File: src/pirq_pkg.sv
`default_nettype none

package pirq_pkg;

    localparam logic [7:0] ADDR_PART_IDENTITY      = 8'h00;
    localparam logic [7:0] ADDR_SILICON_REVISION   = 8'h03;
    localparam logic [7:0] ADDR_FABRICATION_SOURCE = 8'h04;
    localparam logic [7:0] ADDR_EVENT_FLAGS        = 8'h05;
    localparam logic [7:0] ADDR_EVENT_MASKS        = 8'h06;
    localparam logic [7:0] ADDR_LIVE_CONDITIONS    = 8'h07;
    localparam logic [7:0] ADDR_SCRATCH_A          = 8'h1C;
    localparam logic [7:0] ADDR_SCRATCH_B          = 8'h1D;
    localparam logic [7:0] ADDR_SCRATCH_C          = 8'h1E;
    localparam logic [7:0] ADDR_SCRATCH_D          = 8'h1F;

    localparam int NUM_FLAGS   = 6;
    localparam int NUM_SCRATCH = 4;

    localparam int BIT_TURN_ON     = 0;
    localparam int BIT_UNDERVOLT   = 1;
    localparam int BIT_HOT_LOW     = 2;
    localparam int BIT_HOT_TOP     = 5;
    localparam int BIT_FUSE_SUPPLY = 7;

    localparam logic [5:0] FLAGS_RESET   = 6'h00;
    localparam logic [5:0] MASKS_RESET   = 6'h3F;
    localparam logic [7:0] SCRATCH_RESET = 8'h00;
    localparam logic [7:0] RDATA_RESET   = 8'h00;

    typedef logic [NUM_FLAGS-1:0] pirq_evt_t;

endpackage

`default_nettype wire

File: src/pirq_flags.sv
`timescale 1ns/100ps
`default_nettype none

module pirq_flags (
    input  wire logic              mclk,
    input  wire logic              arst_n,
    input  wire pirq_pkg::pirq_evt_t set_evt,
    input  wire pirq_pkg::pirq_evt_t clr_w1c,
    output var  pirq_pkg::pirq_evt_t flags
);

    typedef struct packed {
        pirq_pkg::pirq_evt_t flag;
    } pirq_flags_s;

    pirq_flags_s         s_q;
    pirq_flags_s         s_d;
    pirq_pkg::pirq_evt_t nxt;

    // Set wins over a clear in the same cycle so that no event is lost.
    for (genvar i = 0; i < pirq_pkg::NUM_FLAGS; i++)
    begin : g_flag
        assign nxt[i] = set_evt[i] | (s_q.flag[i] & ~clr_w1c[i]);
    end

    always_comb
    begin
        s_d      = s_q;
        s_d.flag = nxt;
    end

    always_ff @(posedge mclk or negedge arst_n)
    begin
        if (!arst_n)
            s_q <= '{flag: pirq_pkg::FLAGS_RESET};
        else
            s_q <= s_d;
    end

    assign flags = s_q.flag;

    property p_w1c_clears;
        @(posedge mclk) disable iff (!arst_n)
        (clr_w1c[0] && !set_evt[0]) |=> !flags[0];
    endproperty
    a_w1c_clears: assert property (p_w1c_clears) else $error("flag not cleared by write one");

    property p_zero_keeps;
        @(posedge mclk) disable iff (!arst_n)
        (flags != '0) && (clr_w1c == '0) |=> ((flags & $past(flags)) == $past(flags));
    endproperty
    a_zero_keeps: assert property (p_zero_keeps) else $error("flag lost without write one");

endmodule // pirq_flags

`default_nettype wire

File: src/pirq_regs.sv
`timescale 1ns/100ps
`default_nettype none

// Operation
// - Identity register is fixed read-only: part code in 3:0, family in 7:4.
// - Revision register reads metal-mask code in 3:0, full-mask code in 7:4.
// - Fabrication register: reticle option in 1:0, wafer site in 3:2, rest zero.
// - Four independent 8-bit scratch bytes reset to zero and hold last write.
// - Scratch bytes live on backup power; only the backup reset clears them.
// - A flag stays set until written with one; writing zero leaves it.
// - Thermal flags 5..2 latch on any threshold crossing, rising or falling.
// - Flag 1 latches when the input undervoltage detector reports an event.
// - Flag 0 latches on each turn-on event.
// - Mask bit zero lets its flag drive the interrupt pin; one blocks it.
// - Mask register holds six writable mask bits at positions 5 to 0.
// - Sense bits are read-only and show the present live conditions.
// - Sense bit 7 shows whether the fuse programming supply is present.
// - Sense bit 0 follows the turn-on request pin level.
// - Sense bits have no fixed reset value; they show inputs from the start.
// - Flag and mask registers can be read and written at any time.
module pirq_regs #(
    parameter logic [3:0] PART_CODE           = 4'h5, // Arbitrary value.
    parameter logic [3:0] FAMILY_CODE         = 4'hA, // Arbitrary value.
    parameter logic [3:0] METAL_MASK_REVISION = 4'h2, // Arbitrary value.
    parameter logic [3:0] FULL_MASK_REVISION  = 4'h7, // Arbitrary value.
    parameter logic [1:0] RETICLE_OPTION_CODE = 2'h2, // Arbitrary value.
    parameter logic [1:0] WAFER_SITE_CODE     = 2'h2  // Arbitrary value.
) (
    input  wire logic       mclk,
    input  wire logic       arst_n,
    input  wire logic       backup_power_on_reset_n,
    input  wire logic [7:0] addr,
    input  wire logic [7:0] wdata,
    input  wire logic       wr_stb,
    input  wire logic       rd_stb,
    output logic [7:0]      rdata,
    input  wire logic       hot_live_top,
    input  wire logic       hot_live_high,
    input  wire logic       hot_live_mid,
    input  wire logic       hot_live_low,
    input  wire logic       input_undervolt_live,
    input  wire logic       turn_on_request_pin,
    input  wire logic       fuse_supply_live,
    output logic            irq_out_n
);

    typedef struct packed {
        pirq_pkg::pirq_evt_t prev;
        logic                primed;
        pirq_pkg::pirq_evt_t mask;
        logic [7:0]          rdata;
        logic                irq_n;
    } pirq_state_s;

    pirq_state_s         s_q;
    pirq_state_s         s_d;
    pirq_pkg::pirq_evt_t live_now;
    pirq_pkg::pirq_evt_t set_evt;
    pirq_pkg::pirq_evt_t clr_w1c;
    pirq_pkg::pirq_evt_t flags;
    logic [3:0][7:0]     scratch;
    logic                scratch_wr;
    logic [1:0]          scratch_sel;

    assign live_now = {hot_live_top, hot_live_high, hot_live_mid, hot_live_low,
                       input_undervolt_live, turn_on_request_pin};

    // Thermal and undervoltage edges are only judged once a first sample has been taken after reset,
    // so the reset release itself never looks like a thermal crossing.
    always_comb
    begin
        set_evt = '0;
        set_evt[pirq_pkg::BIT_HOT_TOP:pirq_pkg::BIT_HOT_LOW] =
            {4{s_q.primed}} & (live_now[pirq_pkg::BIT_HOT_TOP:pirq_pkg::BIT_HOT_LOW]
                               ^ s_q.prev[pirq_pkg::BIT_HOT_TOP:pirq_pkg::BIT_HOT_LOW]);
        set_evt[pirq_pkg::BIT_UNDERVOLT] = s_q.primed & live_now[pirq_pkg::BIT_UNDERVOLT]
                                           & ~s_q.prev[pirq_pkg::BIT_UNDERVOLT];
        // A request already present at reset release counts as a turn-on event.
        set_evt[pirq_pkg::BIT_TURN_ON] = live_now[pirq_pkg::BIT_TURN_ON]
                                         & (~s_q.prev[pirq_pkg::BIT_TURN_ON] | ~s_q.primed);
    end

    assign clr_w1c = (wr_stb && addr == pirq_pkg::ADDR_EVENT_FLAGS) ? wdata[5:0] : '0;

    always_comb
    begin
        scratch_wr  = 1'b0;
        scratch_sel = 2'h0;
        unique case (addr)
            pirq_pkg::ADDR_SCRATCH_A:
            begin
                scratch_wr  = wr_stb;
                scratch_sel = 2'h0;
            end
            pirq_pkg::ADDR_SCRATCH_B:
            begin
                scratch_wr  = wr_stb;
                scratch_sel = 2'h1;
            end
            pirq_pkg::ADDR_SCRATCH_C:
            begin
                scratch_wr  = wr_stb;
                scratch_sel = 2'h2;
            end
            pirq_pkg::ADDR_SCRATCH_D:
            begin
                scratch_wr  = wr_stb;
                scratch_sel = 2'h3;
            end
            default:
            begin
                scratch_wr  = 1'b0;
                scratch_sel = 2'h0;
            end
        endcase
    end

    pirq_flags u_flags (
        .mclk    (mclk),
        .arst_n  (arst_n),
        .set_evt (set_evt),
        .clr_w1c (clr_w1c),
        .flags   (flags)
    );

    pirq_scratch u_scratch (
        .mclk                    (mclk),
        .backup_power_on_reset_n (backup_power_on_reset_n),
        .wr_en                   (scratch_wr),
        .sel                     (scratch_sel),
        .wdata                   (wdata),
        .bytes                   (scratch)
    );

    always_comb
    begin
        s_d        = s_q;
        s_d.primed = 1'b1;
        s_d.prev   = live_now;
        if (wr_stb && addr == pirq_pkg::ADDR_EVENT_MASKS)
            s_d.mask = wdata[5:0];
        s_d.rdata = pirq_pkg::RDATA_RESET;
        if (rd_stb)
        begin
            unique case (addr)
                pirq_pkg::ADDR_PART_IDENTITY:      s_d.rdata = {FAMILY_CODE, PART_CODE};
                pirq_pkg::ADDR_SILICON_REVISION:   s_d.rdata = {FULL_MASK_REVISION, METAL_MASK_REVISION};
                pirq_pkg::ADDR_FABRICATION_SOURCE: s_d.rdata = {4'h0, WAFER_SITE_CODE, RETICLE_OPTION_CODE};
                pirq_pkg::ADDR_EVENT_FLAGS:        s_d.rdata = {2'h0, flags};
                pirq_pkg::ADDR_EVENT_MASKS:        s_d.rdata = {2'h0, s_q.mask};
                // Sense reads the inputs directly, so no reset value applies.
                pirq_pkg::ADDR_LIVE_CONDITIONS:    s_d.rdata = {fuse_supply_live, 1'b0, live_now};
                pirq_pkg::ADDR_SCRATCH_A:          s_d.rdata = scratch[0];
                pirq_pkg::ADDR_SCRATCH_B:          s_d.rdata = scratch[1];
                pirq_pkg::ADDR_SCRATCH_C:          s_d.rdata = scratch[2];
                pirq_pkg::ADDR_SCRATCH_D:          s_d.rdata = scratch[3];
                default:                           s_d.rdata = pirq_pkg::RDATA_RESET;
            endcase
        end
        // The pin lags the flags by one cycle; the trade buys a glitch-free registered output.
        s_d.irq_n = ~|(flags & ~s_q.mask);
    end

    always_ff @(posedge mclk or negedge arst_n)
    begin
        if (!arst_n)
            s_q <= '{prev:   '0,
                     primed: 1'b0,
                     mask:   pirq_pkg::MASKS_RESET,
                     rdata:  pirq_pkg::RDATA_RESET,
                     irq_n:  1'b1};
        else
            s_q <= s_d;
    end

    assign rdata     = s_q.rdata;
    assign irq_out_n = s_q.irq_n;

    property p_part_identity;
        @(posedge mclk) disable iff (!arst_n)
        rd_stb && addr == pirq_pkg::ADDR_PART_IDENTITY |=> rdata == {FAMILY_CODE, PART_CODE};
    endproperty
    a_part_identity: assert property (p_part_identity) else $error("identity read wrong");

    property p_part_fixed;
        @(posedge mclk) disable iff (!arst_n)
        wr_stb && addr == pirq_pkg::ADDR_PART_IDENTITY ##1 !wr_stb
        ##1 rd_stb && addr == pirq_pkg::ADDR_PART_IDENTITY
        |=> rdata == {FAMILY_CODE, PART_CODE};
    endproperty
    a_part_fixed: assert property (p_part_fixed) else $error("identity changed by write");

    property p_revision;
        @(posedge mclk) disable iff (!arst_n)
        rd_stb && addr == pirq_pkg::ADDR_SILICON_REVISION
        |=> rdata[7:4] == FULL_MASK_REVISION && rdata[3:0] == METAL_MASK_REVISION;
    endproperty
    a_revision: assert property (p_revision) else $error("revision read wrong");

    property p_fabrication;
        @(posedge mclk) disable iff (!arst_n)
        rd_stb && addr == pirq_pkg::ADDR_FABRICATION_SOURCE
        |=> rdata == {4'h0, WAFER_SITE_CODE, RETICLE_OPTION_CODE};
    endproperty
    a_fabrication: assert property (p_fabrication) else $error("fabrication read wrong");

    property p_scratch_roundtrip;
        @(posedge mclk) disable iff (!arst_n || !backup_power_on_reset_n)
        wr_stb && addr == pirq_pkg::ADDR_SCRATCH_C ##1 !wr_stb
        ##1 rd_stb && addr == pirq_pkg::ADDR_SCRATCH_C
        |=> rdata == $past(wdata, 3);
    endproperty
    a_scratch_roundtrip: assert property (p_scratch_roundtrip) else $error("scratch lost write");

    property p_hot_crossing;
        @(posedge mclk) disable iff (!arst_n)
        s_q.primed && (hot_live_mid != s_q.prev[3]) |=> flags[3] ##1 (flags[3] || $past(clr_w1c[3]));
    endproperty
    a_hot_crossing: assert property (p_hot_crossing) else $error("thermal crossing not latched");

    property p_hot_fall;
        @(posedge mclk) disable iff (!arst_n)
        s_q.primed && !hot_live_top && s_q.prev[pirq_pkg::BIT_HOT_TOP] |=> flags[pirq_pkg::BIT_HOT_TOP];
    endproperty
    a_hot_fall: assert property (p_hot_fall) else $error("falling crossing not latched");

    property p_undervolt;
        @(posedge mclk) disable iff (!arst_n)
        s_q.primed && $rose(input_undervolt_live) |=> flags[pirq_pkg::BIT_UNDERVOLT];
    endproperty
    a_undervolt: assert property (p_undervolt) else $error("undervolt not latched");

    property p_turn_on;
        @(posedge mclk) disable iff (!arst_n)
        s_q.primed && !s_q.prev[0] && turn_on_request_pin |=> flags[pirq_pkg::BIT_TURN_ON];
    endproperty
    a_turn_on: assert property (p_turn_on) else $error("turn-on not latched");

    property p_irq_unmasked;
        @(posedge mclk) disable iff (!arst_n)
        (flags[1] && !s_q.mask[1]) |=> !irq_out_n;
    endproperty
    a_irq_unmasked: assert property (p_irq_unmasked) else $error("unmasked flag gives no interrupt");

    property p_irq_quiet;
        @(posedge mclk) disable iff (!arst_n)
        ((flags & ~s_q.mask) == '0) |=> irq_out_n;
    endproperty
    a_irq_quiet: assert property (p_irq_quiet) else $error("interrupt without unmasked flag");

    property p_mask_write;
        @(posedge mclk) disable iff (!arst_n)
        wr_stb && addr == pirq_pkg::ADDR_EVENT_MASKS ##1 !wr_stb
        ##1 rd_stb && addr == pirq_pkg::ADDR_EVENT_MASKS
        |=> rdata == {2'h0, $past(wdata[5:0], 3)};
    endproperty
    a_mask_write: assert property (p_mask_write) else $error("mask write not kept");

    property p_sense_read;
        @(posedge mclk) disable iff (!arst_n)
        rd_stb && addr == pirq_pkg::ADDR_LIVE_CONDITIONS
        |=> rdata[pirq_pkg::BIT_FUSE_SUPPLY] == $past(fuse_supply_live) && rdata[0] == $past(turn_on_request_pin)
            && rdata[5:1] == $past(live_now[5:1]) && !rdata[6];
    endproperty
    a_sense_read: assert property (p_sense_read) else $error("sense read wrong");

    property p_read_only_once;
        @(posedge mclk) disable iff (!arst_n)
        !rd_stb |=> rdata == pirq_pkg::RDATA_RESET;
    endproperty
    a_read_only_once: assert property (p_read_only_once) else $error("read data outside its cycle");

    property p_hot_top_rise;
        @(posedge mclk) disable iff (!arst_n)
        s_q.primed && hot_live_top && !s_q.prev[pirq_pkg::BIT_HOT_TOP] |=> flags[pirq_pkg::BIT_HOT_TOP];
    endproperty
    a_hot_top_rise: assert property (p_hot_top_rise) else $error("rising crossing not latched");

    property p_hot_high;
        @(posedge mclk) disable iff (!arst_n)
        s_q.primed && (hot_live_high != s_q.prev[4]) |=> flags[4];
    endproperty
    a_hot_high: assert property (p_hot_high) else $error("second threshold crossing not latched");

    property p_hot_low;
        @(posedge mclk) disable iff (!arst_n)
        s_q.primed && (hot_live_low != s_q.prev[pirq_pkg::BIT_HOT_LOW]) |=> flags[pirq_pkg::BIT_HOT_LOW];
    endproperty
    a_hot_low: assert property (p_hot_low) else $error("lowest threshold crossing not latched");

    // The release edge itself is left out, because the flags are still held in reset there.
    property p_turn_on_first;
        @(posedge mclk) disable iff (!arst_n)
        arst_n && !s_q.primed && turn_on_request_pin |=> flags[pirq_pkg::BIT_TURN_ON];
    endproperty
    a_turn_on_first: assert property (p_turn_on_first) else $error("turn-on at start not latched");

    property p_w1c_bus;
        @(posedge mclk) disable iff (!arst_n)
        wr_stb && addr == pirq_pkg::ADDR_EVENT_FLAGS |=> (flags & $past(wdata[5:0] & ~set_evt)) == '0;
    endproperty
    a_w1c_bus: assert property (p_w1c_bus) else $error("flag survived a write of one");

    property p_w1c_keep;
        @(posedge mclk) disable iff (!arst_n)
        wr_stb && addr == pirq_pkg::ADDR_EVENT_FLAGS
        |=> (flags & $past(flags & ~wdata[5:0])) == $past(flags & ~wdata[5:0]);
    endproperty
    a_w1c_keep: assert property (p_w1c_keep) else $error("flag cleared by a write of zero");

    property p_irq_any;
        @(posedge mclk) disable iff (!arst_n)
        (flags & ~s_q.mask) != '0 |=> !irq_out_n;
    endproperty
    a_irq_any: assert property (p_irq_any) else $error("unmasked flag left pin released");

    property p_flags_read;
        @(posedge mclk) disable iff (!arst_n)
        rd_stb && addr == pirq_pkg::ADDR_EVENT_FLAGS |=> rdata == {2'h0, $past(flags)};
    endproperty
    a_flags_read: assert property (p_flags_read) else $error("flag read wrong");

    property p_mask_read;
        @(posedge mclk) disable iff (!arst_n)
        rd_stb && addr == pirq_pkg::ADDR_EVENT_MASKS |=> rdata == {2'h0, $past(s_q.mask)};
    endproperty
    a_mask_read: assert property (p_mask_read) else $error("mask read wrong");

    property p_scratch_a_read;
        @(posedge mclk) disable iff (!arst_n)
        rd_stb && addr == pirq_pkg::ADDR_SCRATCH_A |=> rdata == $past(scratch[0]);
    endproperty
    a_scratch_a_read: assert property (p_scratch_a_read) else $error("first scratch read wrong");

    property p_scratch_d_read;
        @(posedge mclk) disable iff (!arst_n)
        rd_stb && addr == pirq_pkg::ADDR_SCRATCH_D |=> rdata == $past(scratch[3]);
    endproperty
    a_scratch_d_read: assert property (p_scratch_d_read) else $error("last scratch read wrong");

    property p_revision_fixed;
        @(posedge mclk) disable iff (!arst_n)
        wr_stb && addr == pirq_pkg::ADDR_SILICON_REVISION ##1 !wr_stb
        ##1 rd_stb && addr == pirq_pkg::ADDR_SILICON_REVISION
        |=> rdata == {FULL_MASK_REVISION, METAL_MASK_REVISION};
    endproperty
    a_revision_fixed: assert property (p_revision_fixed) else $error("revision changed by write");

    property p_fab_fixed;
        @(posedge mclk) disable iff (!arst_n)
        wr_stb && addr == pirq_pkg::ADDR_FABRICATION_SOURCE ##1 !wr_stb
        ##1 rd_stb && addr == pirq_pkg::ADDR_FABRICATION_SOURCE
        |=> rdata == {4'h0, WAFER_SITE_CODE, RETICLE_OPTION_CODE};
    endproperty
    a_fab_fixed: assert property (p_fab_fixed) else $error("fabrication changed by write");

endmodule // pirq_regs

`default_nettype wire

File: src/pirq_scratch.sv
`timescale 1ns/100ps
`default_nettype none

module pirq_scratch (
    input  wire logic            mclk,
    input  wire logic            backup_power_on_reset_n,
    input  wire logic            wr_en,
    input  wire logic [1:0]      sel,
    input  wire logic [7:0]      wdata,
    output logic [3:0][7:0]      bytes
);

    typedef struct packed {
        logic [3:0][7:0] bank;
    } pirq_scratch_s;

    pirq_scratch_s s_q;
    pirq_scratch_s s_d;

    always_comb
    begin
        s_d = s_q;
        if (wr_en)
            s_d.bank[sel] = wdata;
    end

    // Only the backup-cell reset reaches these bytes; the main reset does not.
    always_ff @(posedge mclk or negedge backup_power_on_reset_n)
    begin
        if (!backup_power_on_reset_n)
            s_q <= '{bank: {pirq_pkg::NUM_SCRATCH{pirq_pkg::SCRATCH_RESET}}};
        else
            s_q <= s_d;
    end

    assign bytes = s_q.bank;

    property p_scratch_hold;
        @(posedge mclk) disable iff (!backup_power_on_reset_n)
        !wr_en |=> $stable(bytes);
    endproperty
    a_scratch_hold: assert property (p_scratch_hold) else $error("scratch changed without a write");

endmodule // pirq_scratch

`default_nettype wire

File: config.mk
export PLATFORM = sky130hd
export DESIGN_NAME = pirq_regs
export DESIGN_NICKNAME = d
export VERILOG_FILES = /design/src/pirq_pkg.sv /design/src/pirq_flags.sv /design/src/pirq_regs.sv /design/src/pirq_scratch.sv
export SDC_FILE = /design/constraint.sdc
export NUM_CORES = 1
export LEC_CHECK = 0
export BUFFER_PORTS_ARGS = -buffer_cell sky130_fd_sc_hd__clkbuf_2
export CAP_MARGIN = 20
export CORE_MARGIN = 1.5
export CORE_UTILIZATION = 40
export DETAILED_ROUTE_END_ITERATION = 16
export GPL_TIMING_DRIVEN = 1
export HOLD_SLACK_MARGIN = 0.08
export PLACE_DENSITY = 0.71
export SETUP_SLACK_MARGIN = 0.3
export SLEW_MARGIN = 25
export SYNTH_ARGS = -nofsm -noshare
export SYNTH_HDL_FRONTEND = slang
export SYNTH_SLANG_ARGS = --single-unit
File: constraint.sdc
create_clock -name mclk -period 1.5 [get_ports mclk]
set_input_delay 0.075 -clock mclk [delete_from_list [all_inputs] [get_ports mclk]]
set_output_delay 0.075 -clock mclk [all_outputs]
set_load 0.05 [all_outputs]
=== Word-level counts from Yosys, hierarchy flattened ===
Index checks and enable logic that the tools add are counted.

* Logic and storage cells: 65
* Register bits after elaboration: 60
* Bits of input ports: 28
* Output and inout bits: 9

* Reductions and logical operators: 7
* Bitwise logic cells: 29
* Equal/unequal tests: 9
* $lt $le $gt $ge: 2
* Muxes and demuxes: 8

{| class="wikitable"
|+ Operators with widths
! cell !! number
|-
| 8-bit case mux with 10 select lines || 1
|-
| 32-bit bitwise mux || 1
|-
| 8-bit by 3-bit equality test with 1-bit output, second input constant || 4
|-
| 8-bit by 5-bit equality test with 1-bit output, second input constant || 4
|-
| 8-bit demux with 2-bit select || 1
|-
| 8-bit two-way mux || 2
|-
| 1-bit bitwise AND || 9
|-
| 1-bit inverter || 9
|-
| 8-bit by 2-bit equality test with 1-bit output, second input constant || 1
|-
| 8-bit zero test || 1
|-
| 1-bit bitwise OR || 7
|-
| 6-bit bitwise AND || 1
|-
| 6-bit two-way mux || 1
|-
| 6-bit inverter || 1
|-
| 2-bit case mux with 3 select lines || 1
|-
| 6-bit OR reduction || 1
|-
| 4-bit bitwise AND || 1
|-
| 4-bit OR reduction || 1
|-
| 4-bit XOR || 1
|-
| 1-bit logical AND || 3
|-
| 2-bit by 3-bit < comparator with 1-bit output, second input constant || 1
|-
| 2-bit by 1-bit greater-or-equal comparator with 1-bit output, second input constant || 1
|-
| 1-bit zero test || 1
|-
| 1-bit two-way mux || 1
|}

=== Logic depth before layout (Yosys ltp) ===
* Depth in word-level cells: 7
* Depth in mapped cells: 7
* Depth with buffers taken out: 4

=== Cells and area by module ===
A second synthesis with hierarchy kept.

* Cell total of the unflattened synthesis: 252
* Area, all modules: 2992.9 um^2

{| class="wikitable"
|+ By module, submodules not included
! module !! area an instance (um^2) !! times used !! seq. area each (um^2) !! cells each
|-
| pirq_regs || 1562.7 || 1 || 559.3 || 166
|-
| pirq_scratch || 1212.4 || 1 || 800.8 || 68
|-
| pirq_flags || 217.7 || 1 || 150.1 || 18
|}

=== Worst setup path after synthesis ===
OpenSTA, ideal clock, no wires.

* Path kind: in2reg
* From: input port addr[7]
* To: register s_q[10] (netlist bit)
* Stages on the path: 6
* Arrival: 1.509 ns
* Slack: -0.091 ns
* Setup time: 0.082 ns
* Buffers on the path: 2
* Required time: 1.418 ns
* Cells stage by stage: or4_1 -> buf_6 -> nor2_8 -> and3_1 -> buf_4 -> mux2_2

* Longest elaborated chain between the ends: 2

{| class="wikitable"
|+ Ends and longest elaborated chain
! element !! line !! RTL
|-
| start: declaration || pirq_regs.sv:32 || <nowiki>input wire logic [7:0] addr,</nowiki>
|-
| 8-bit by 3-bit equality test with 1-bit output || pirq_regs.sv:140 || <nowiki>if (wr_stb && addr == pirq_pkg::ADDR_EVENT_MASKS)</nowiki>
|-
| 1-bit logical AND || pirq_regs.sv:140 ||
|-
| end signal: assignment || pirq_regs.sv:167 || <nowiki>s_q <= '{prev: '0,</nowiki>
|-
| end: declaration || pirq_regs.sv:55 || <nowiki>pirq_state_s s_q;</nowiki>
|}

No other way between the ends.
A chain may end at the register's enable or synchronous reset.

==> impl_metrics.ini <==
[run_status]
outcome = finished, final reports clean

[sta]
setup_repair_after_global_routing_missed_its_margin = yes
setup_tns_ns = 0
hold_violation_total_from_the_final_report = 0
slew-limit-headroom = 0.5493
fmax_mhz = 732.6
min_period_over_period = 0.9100
finalSetupViolations = 0
fin_ws_ns = 0.1350
timing.final.crit_period_ns = 1.365
skew_ns = 0.007118
worst-slew-pin-transition_ns = 0.6761
finalMaxSlewViolations = 0

[global_routing]
grt-ovfl-total = 0
grtUsageTotal = 0.2120
grt_first_pass_wirelength_um = 12000
grt_antenna_before_repair = 0
grt_start_max_net_pins = 33
number_of_global_route_vias_before_repair = 2319

[worst_hold_path]
worst_hold_path_type = in2reg
min_from = wdata[1]

[synthesis]
postSynthCellCount = 246
yosys_reg_bits = 60
synthesis.nets = 274
largest_area_contributor_in_the_synthesized_netlist = sky130_fd_sc_hd__dfrtp_1
primary_flip_flop_cell_chosen_by_synthesis_mapping = sky130_fd_sc_hd__dfrtp_1
yosysTopAreaCellShare = 0.4482
synth.yosys.warnings = 0
postSynth.asyncResetShare = 1.000
yosysUniqueCellTypes = 51
yosysSeqAreaShare = 0.5104
ys_top_cells_by_area = sky130_fd_sc_hd__dfrtp_1 (45%), sky130_fd_sc_hd__mux2_2 (16%), sky130_fd_sc_hd__dfstp_2 (6.2%)
post_synth_instance_area_mm2 = 0.002959
syn-mean-instance-area_um2 = 12.03
synth_edf_count = 0

[cells_and_area]
stdcell_area_mm2 = 0.004109
design.final.nets = 355
num_antenna_cells = 0
finalNonFillerCells = 431
syn2layout_area_growth_pct = 38.86
layout.cells.most_common_list = sky130_fd_sc_hd__dfrtp_1 (53), sky130_fd_sc_hd__clkbuf_2 (34), sky130_fd_sc_hd__buf_4 (32), sky130_fd_sc_hd__mux2_4 (22), sky130_fd_sc_hd__mux2_2 (19)
most_common_cell_after_layout_fill_and_taps_aside = sky130_fd_sc_hd__dfrtp_1
final_layout_size_suffix_gt1_frac = 0.5211
nFillCells = 620

[clock_network]
cts.sink_count = 60
cts.root.buffer_cell = sky130_fd_sc_hd__clkbuf_8
htree_levels = 3
worstSkewPairLatency_ns = 0.35
clock_tree.buffer_depth = 2
tritoncts_clock_tree = yes
clkTransAtPathRegs_ns = 0.07
cts_inserted_buffers = 9

[floorplan]
coreArea_mm2 = 0.007214
floorplan.rows = 31
number_of_placed_i_o_pins = 37
floorplan.initialDensity = 0.4102
floorplan.die.height_um = 89.01
die_area_mm2 = 0.007923
floorplan.die.width_um = 89.01

[detailed_routing]
final_antenna_net_count = 0
route.final.wire_length_um = 7663
detail_route.iter0.violations = 161
dr_total_vias = 2264
drtPass1Iterations = 4
wl_per_cell_um = 17.78
post-route-drc-count = 0
post_drt_via_cell_ratio = 5.253

[power]
power.leakage_nw = 1.910
powerDensity_mw_per_mm2 = 906.3
irDropWorstVdd_mv = 0.4584

[critical_path]
timing.critical_path.to_type = flip-flop
critPathMaxFanout = 2
critical_path.reg2reg.startpoint = u_flags.flags[5]
crit_path_start = u_flags.flags[5]
critical_path_class = reg2reg
worst_setup_path_start_kind = flip-flop
worst_ep_required_time_ns = 1.77
crit_arrival_ns = 1.63

[flow_run]
max_cap_viol_count = 0

[placed_design]
dp_hpwl_um = 5442
dpl.cell_count = 392
place_worst_setup_slack_ns = -0.2500
portBuffers = 36
gpl.final_weighted_congestion = 0.8857
postPlaceCellArea_mm2 = 0.003557
worst paths after layout:
check,end,cells past startpoint,slack [ns]
max,rdata[5],4,0.13
min,u_scratch.bytes[9],2,0.09
max reg2reg,rdata[5],4,0.13
min reg2reg,u_flags.flags[1],1,0.43
max in group asynchronous,rdata[6],2,0.77
min in group asynchronous,u_scratch.bytes[22],3,0.27
critical path, stage by stage, from the launching register on:
cell and delay, ns:
sky130_fd_sc_hd__dfrtp_1 0.35, sky130_fd_sc_hd__or3b_4 0.39, sky130_fd_sc_hd__a2111oi_4 0.29, sky130_fd_sc_hd__nor4_1 0.10
sky130_fd_sc_hd__o21ai_1 0.15
final cells by class:
type	instances	area [µm²]	area share
Multi-Input combinational cell	155	1526	0.3715
Sequential cell	60	1510	0.3675
Timing Repair Buffer	90	685.7	0.1669
Clock buffer	13	178.9	0.04354
Tap cell	99	123.9	0.03015
Clock inverter	3	42.54	0.01035
Inverter	11	41.29	0.01005
stage by stage:
step	hold slack (ns)	util	power [W]
floorplan	-0.2206	-	0.001937
global placement	0.1065	0.4931	0.002098
detailed placement	0.1133	0.4931	0.002109
CTS	0.08243	0.5638	0.003736
global route	0.09239	0.5695	0.003858
finish	0.09412	0.5695	0.003724
sequential cells by signal, indices dropped and copies added (netlist names):
signal / cells
u_scratch.bytes: 32
s_q: 13
rdata: 8
u_flags.flags: 6
irq_out_n: 1
timing repair:
action / in CTS / in global routing
endpoints found under the setup margin: 33 / 40
setup buffers: 8 / 1
pin swaps: 13 / 10
hold buffers: 14 / 0
endpoints found under the hold margin: 85 / 0
gates resized for setup: 18 / 8
metal layers:
| layer | up-vias | GRT usage | share of wire |
|---|---|---|---|
| li1 | 1057 | - | - |
| met1 | 1131 | 0.2726 | 0.45 |
| met2 | 64 | 0.3423 | 0.48 |
| met3 | 12 | 0.06094 | 0.055 |
| met4 | 0 | 0.07972 | 0.017 |
| met5 | - | 0 | 0 |
synth_stat cells (3+ instances only):
cell and n:
sky130_fd_sc_hd__o22ai_1 4, sky130_fd_sc_hd__and3_1 7, sky130_fd_sc_hd__dfrtp_1 53, sky130_fd_sc_hd__nand2_1 14
sky130_fd_sc_hd__nor2b_1 3, sky130_fd_sc_hd__nor2_2 3, sky130_fd_sc_hd__nor2_1 3, sky130_fd_sc_hd__a21oi_1 6
sky130_fd_sc_hd__mux2_2 41, sky130_fd_sc_hd__nand3_1 9, sky130_fd_sc_hd__buf_2 7, sky130_fd_sc_hd__xor2_1 4
sky130_fd_sc_hd__inv_1 11, sky130_fd_sc_hd__o2bb2ai_1 3, sky130_fd_sc_hd__o21ai_0 4, sky130_fd_sc_hd__buf_4 9
sky130_fd_sc_hd__mux4_2 3, sky130_fd_sc_hd__a22o_1 8, sky130_fd_sc_hd__nor3_1 8, sky130_fd_sc_hd__dfstp_2 7
cells by family after synthesis:
| group | synth area share |
|---|---|
| compound gates | 0.1074 |
| xor+xnor | 0.01184 |
| simple gates | 0.1273 |
| flops | 0.5104 |
| buf+inv | 0.05623 |
| other cells | 0.001267 |
| mux | 0.1856 |
report_power, final:
group,total (W),switching (W),leakage [nW],internal [W]
sequential,0.00172,0.0000370,0.759,0.00168
clock,0.00158,0.000635,0.112,0.000945
combinational,0.000422,0.000214,1.04,0.000208
total,0.00372,0.000886,1.91,0.00284
No activity file was read; power rests on OpenSTA's default activity.
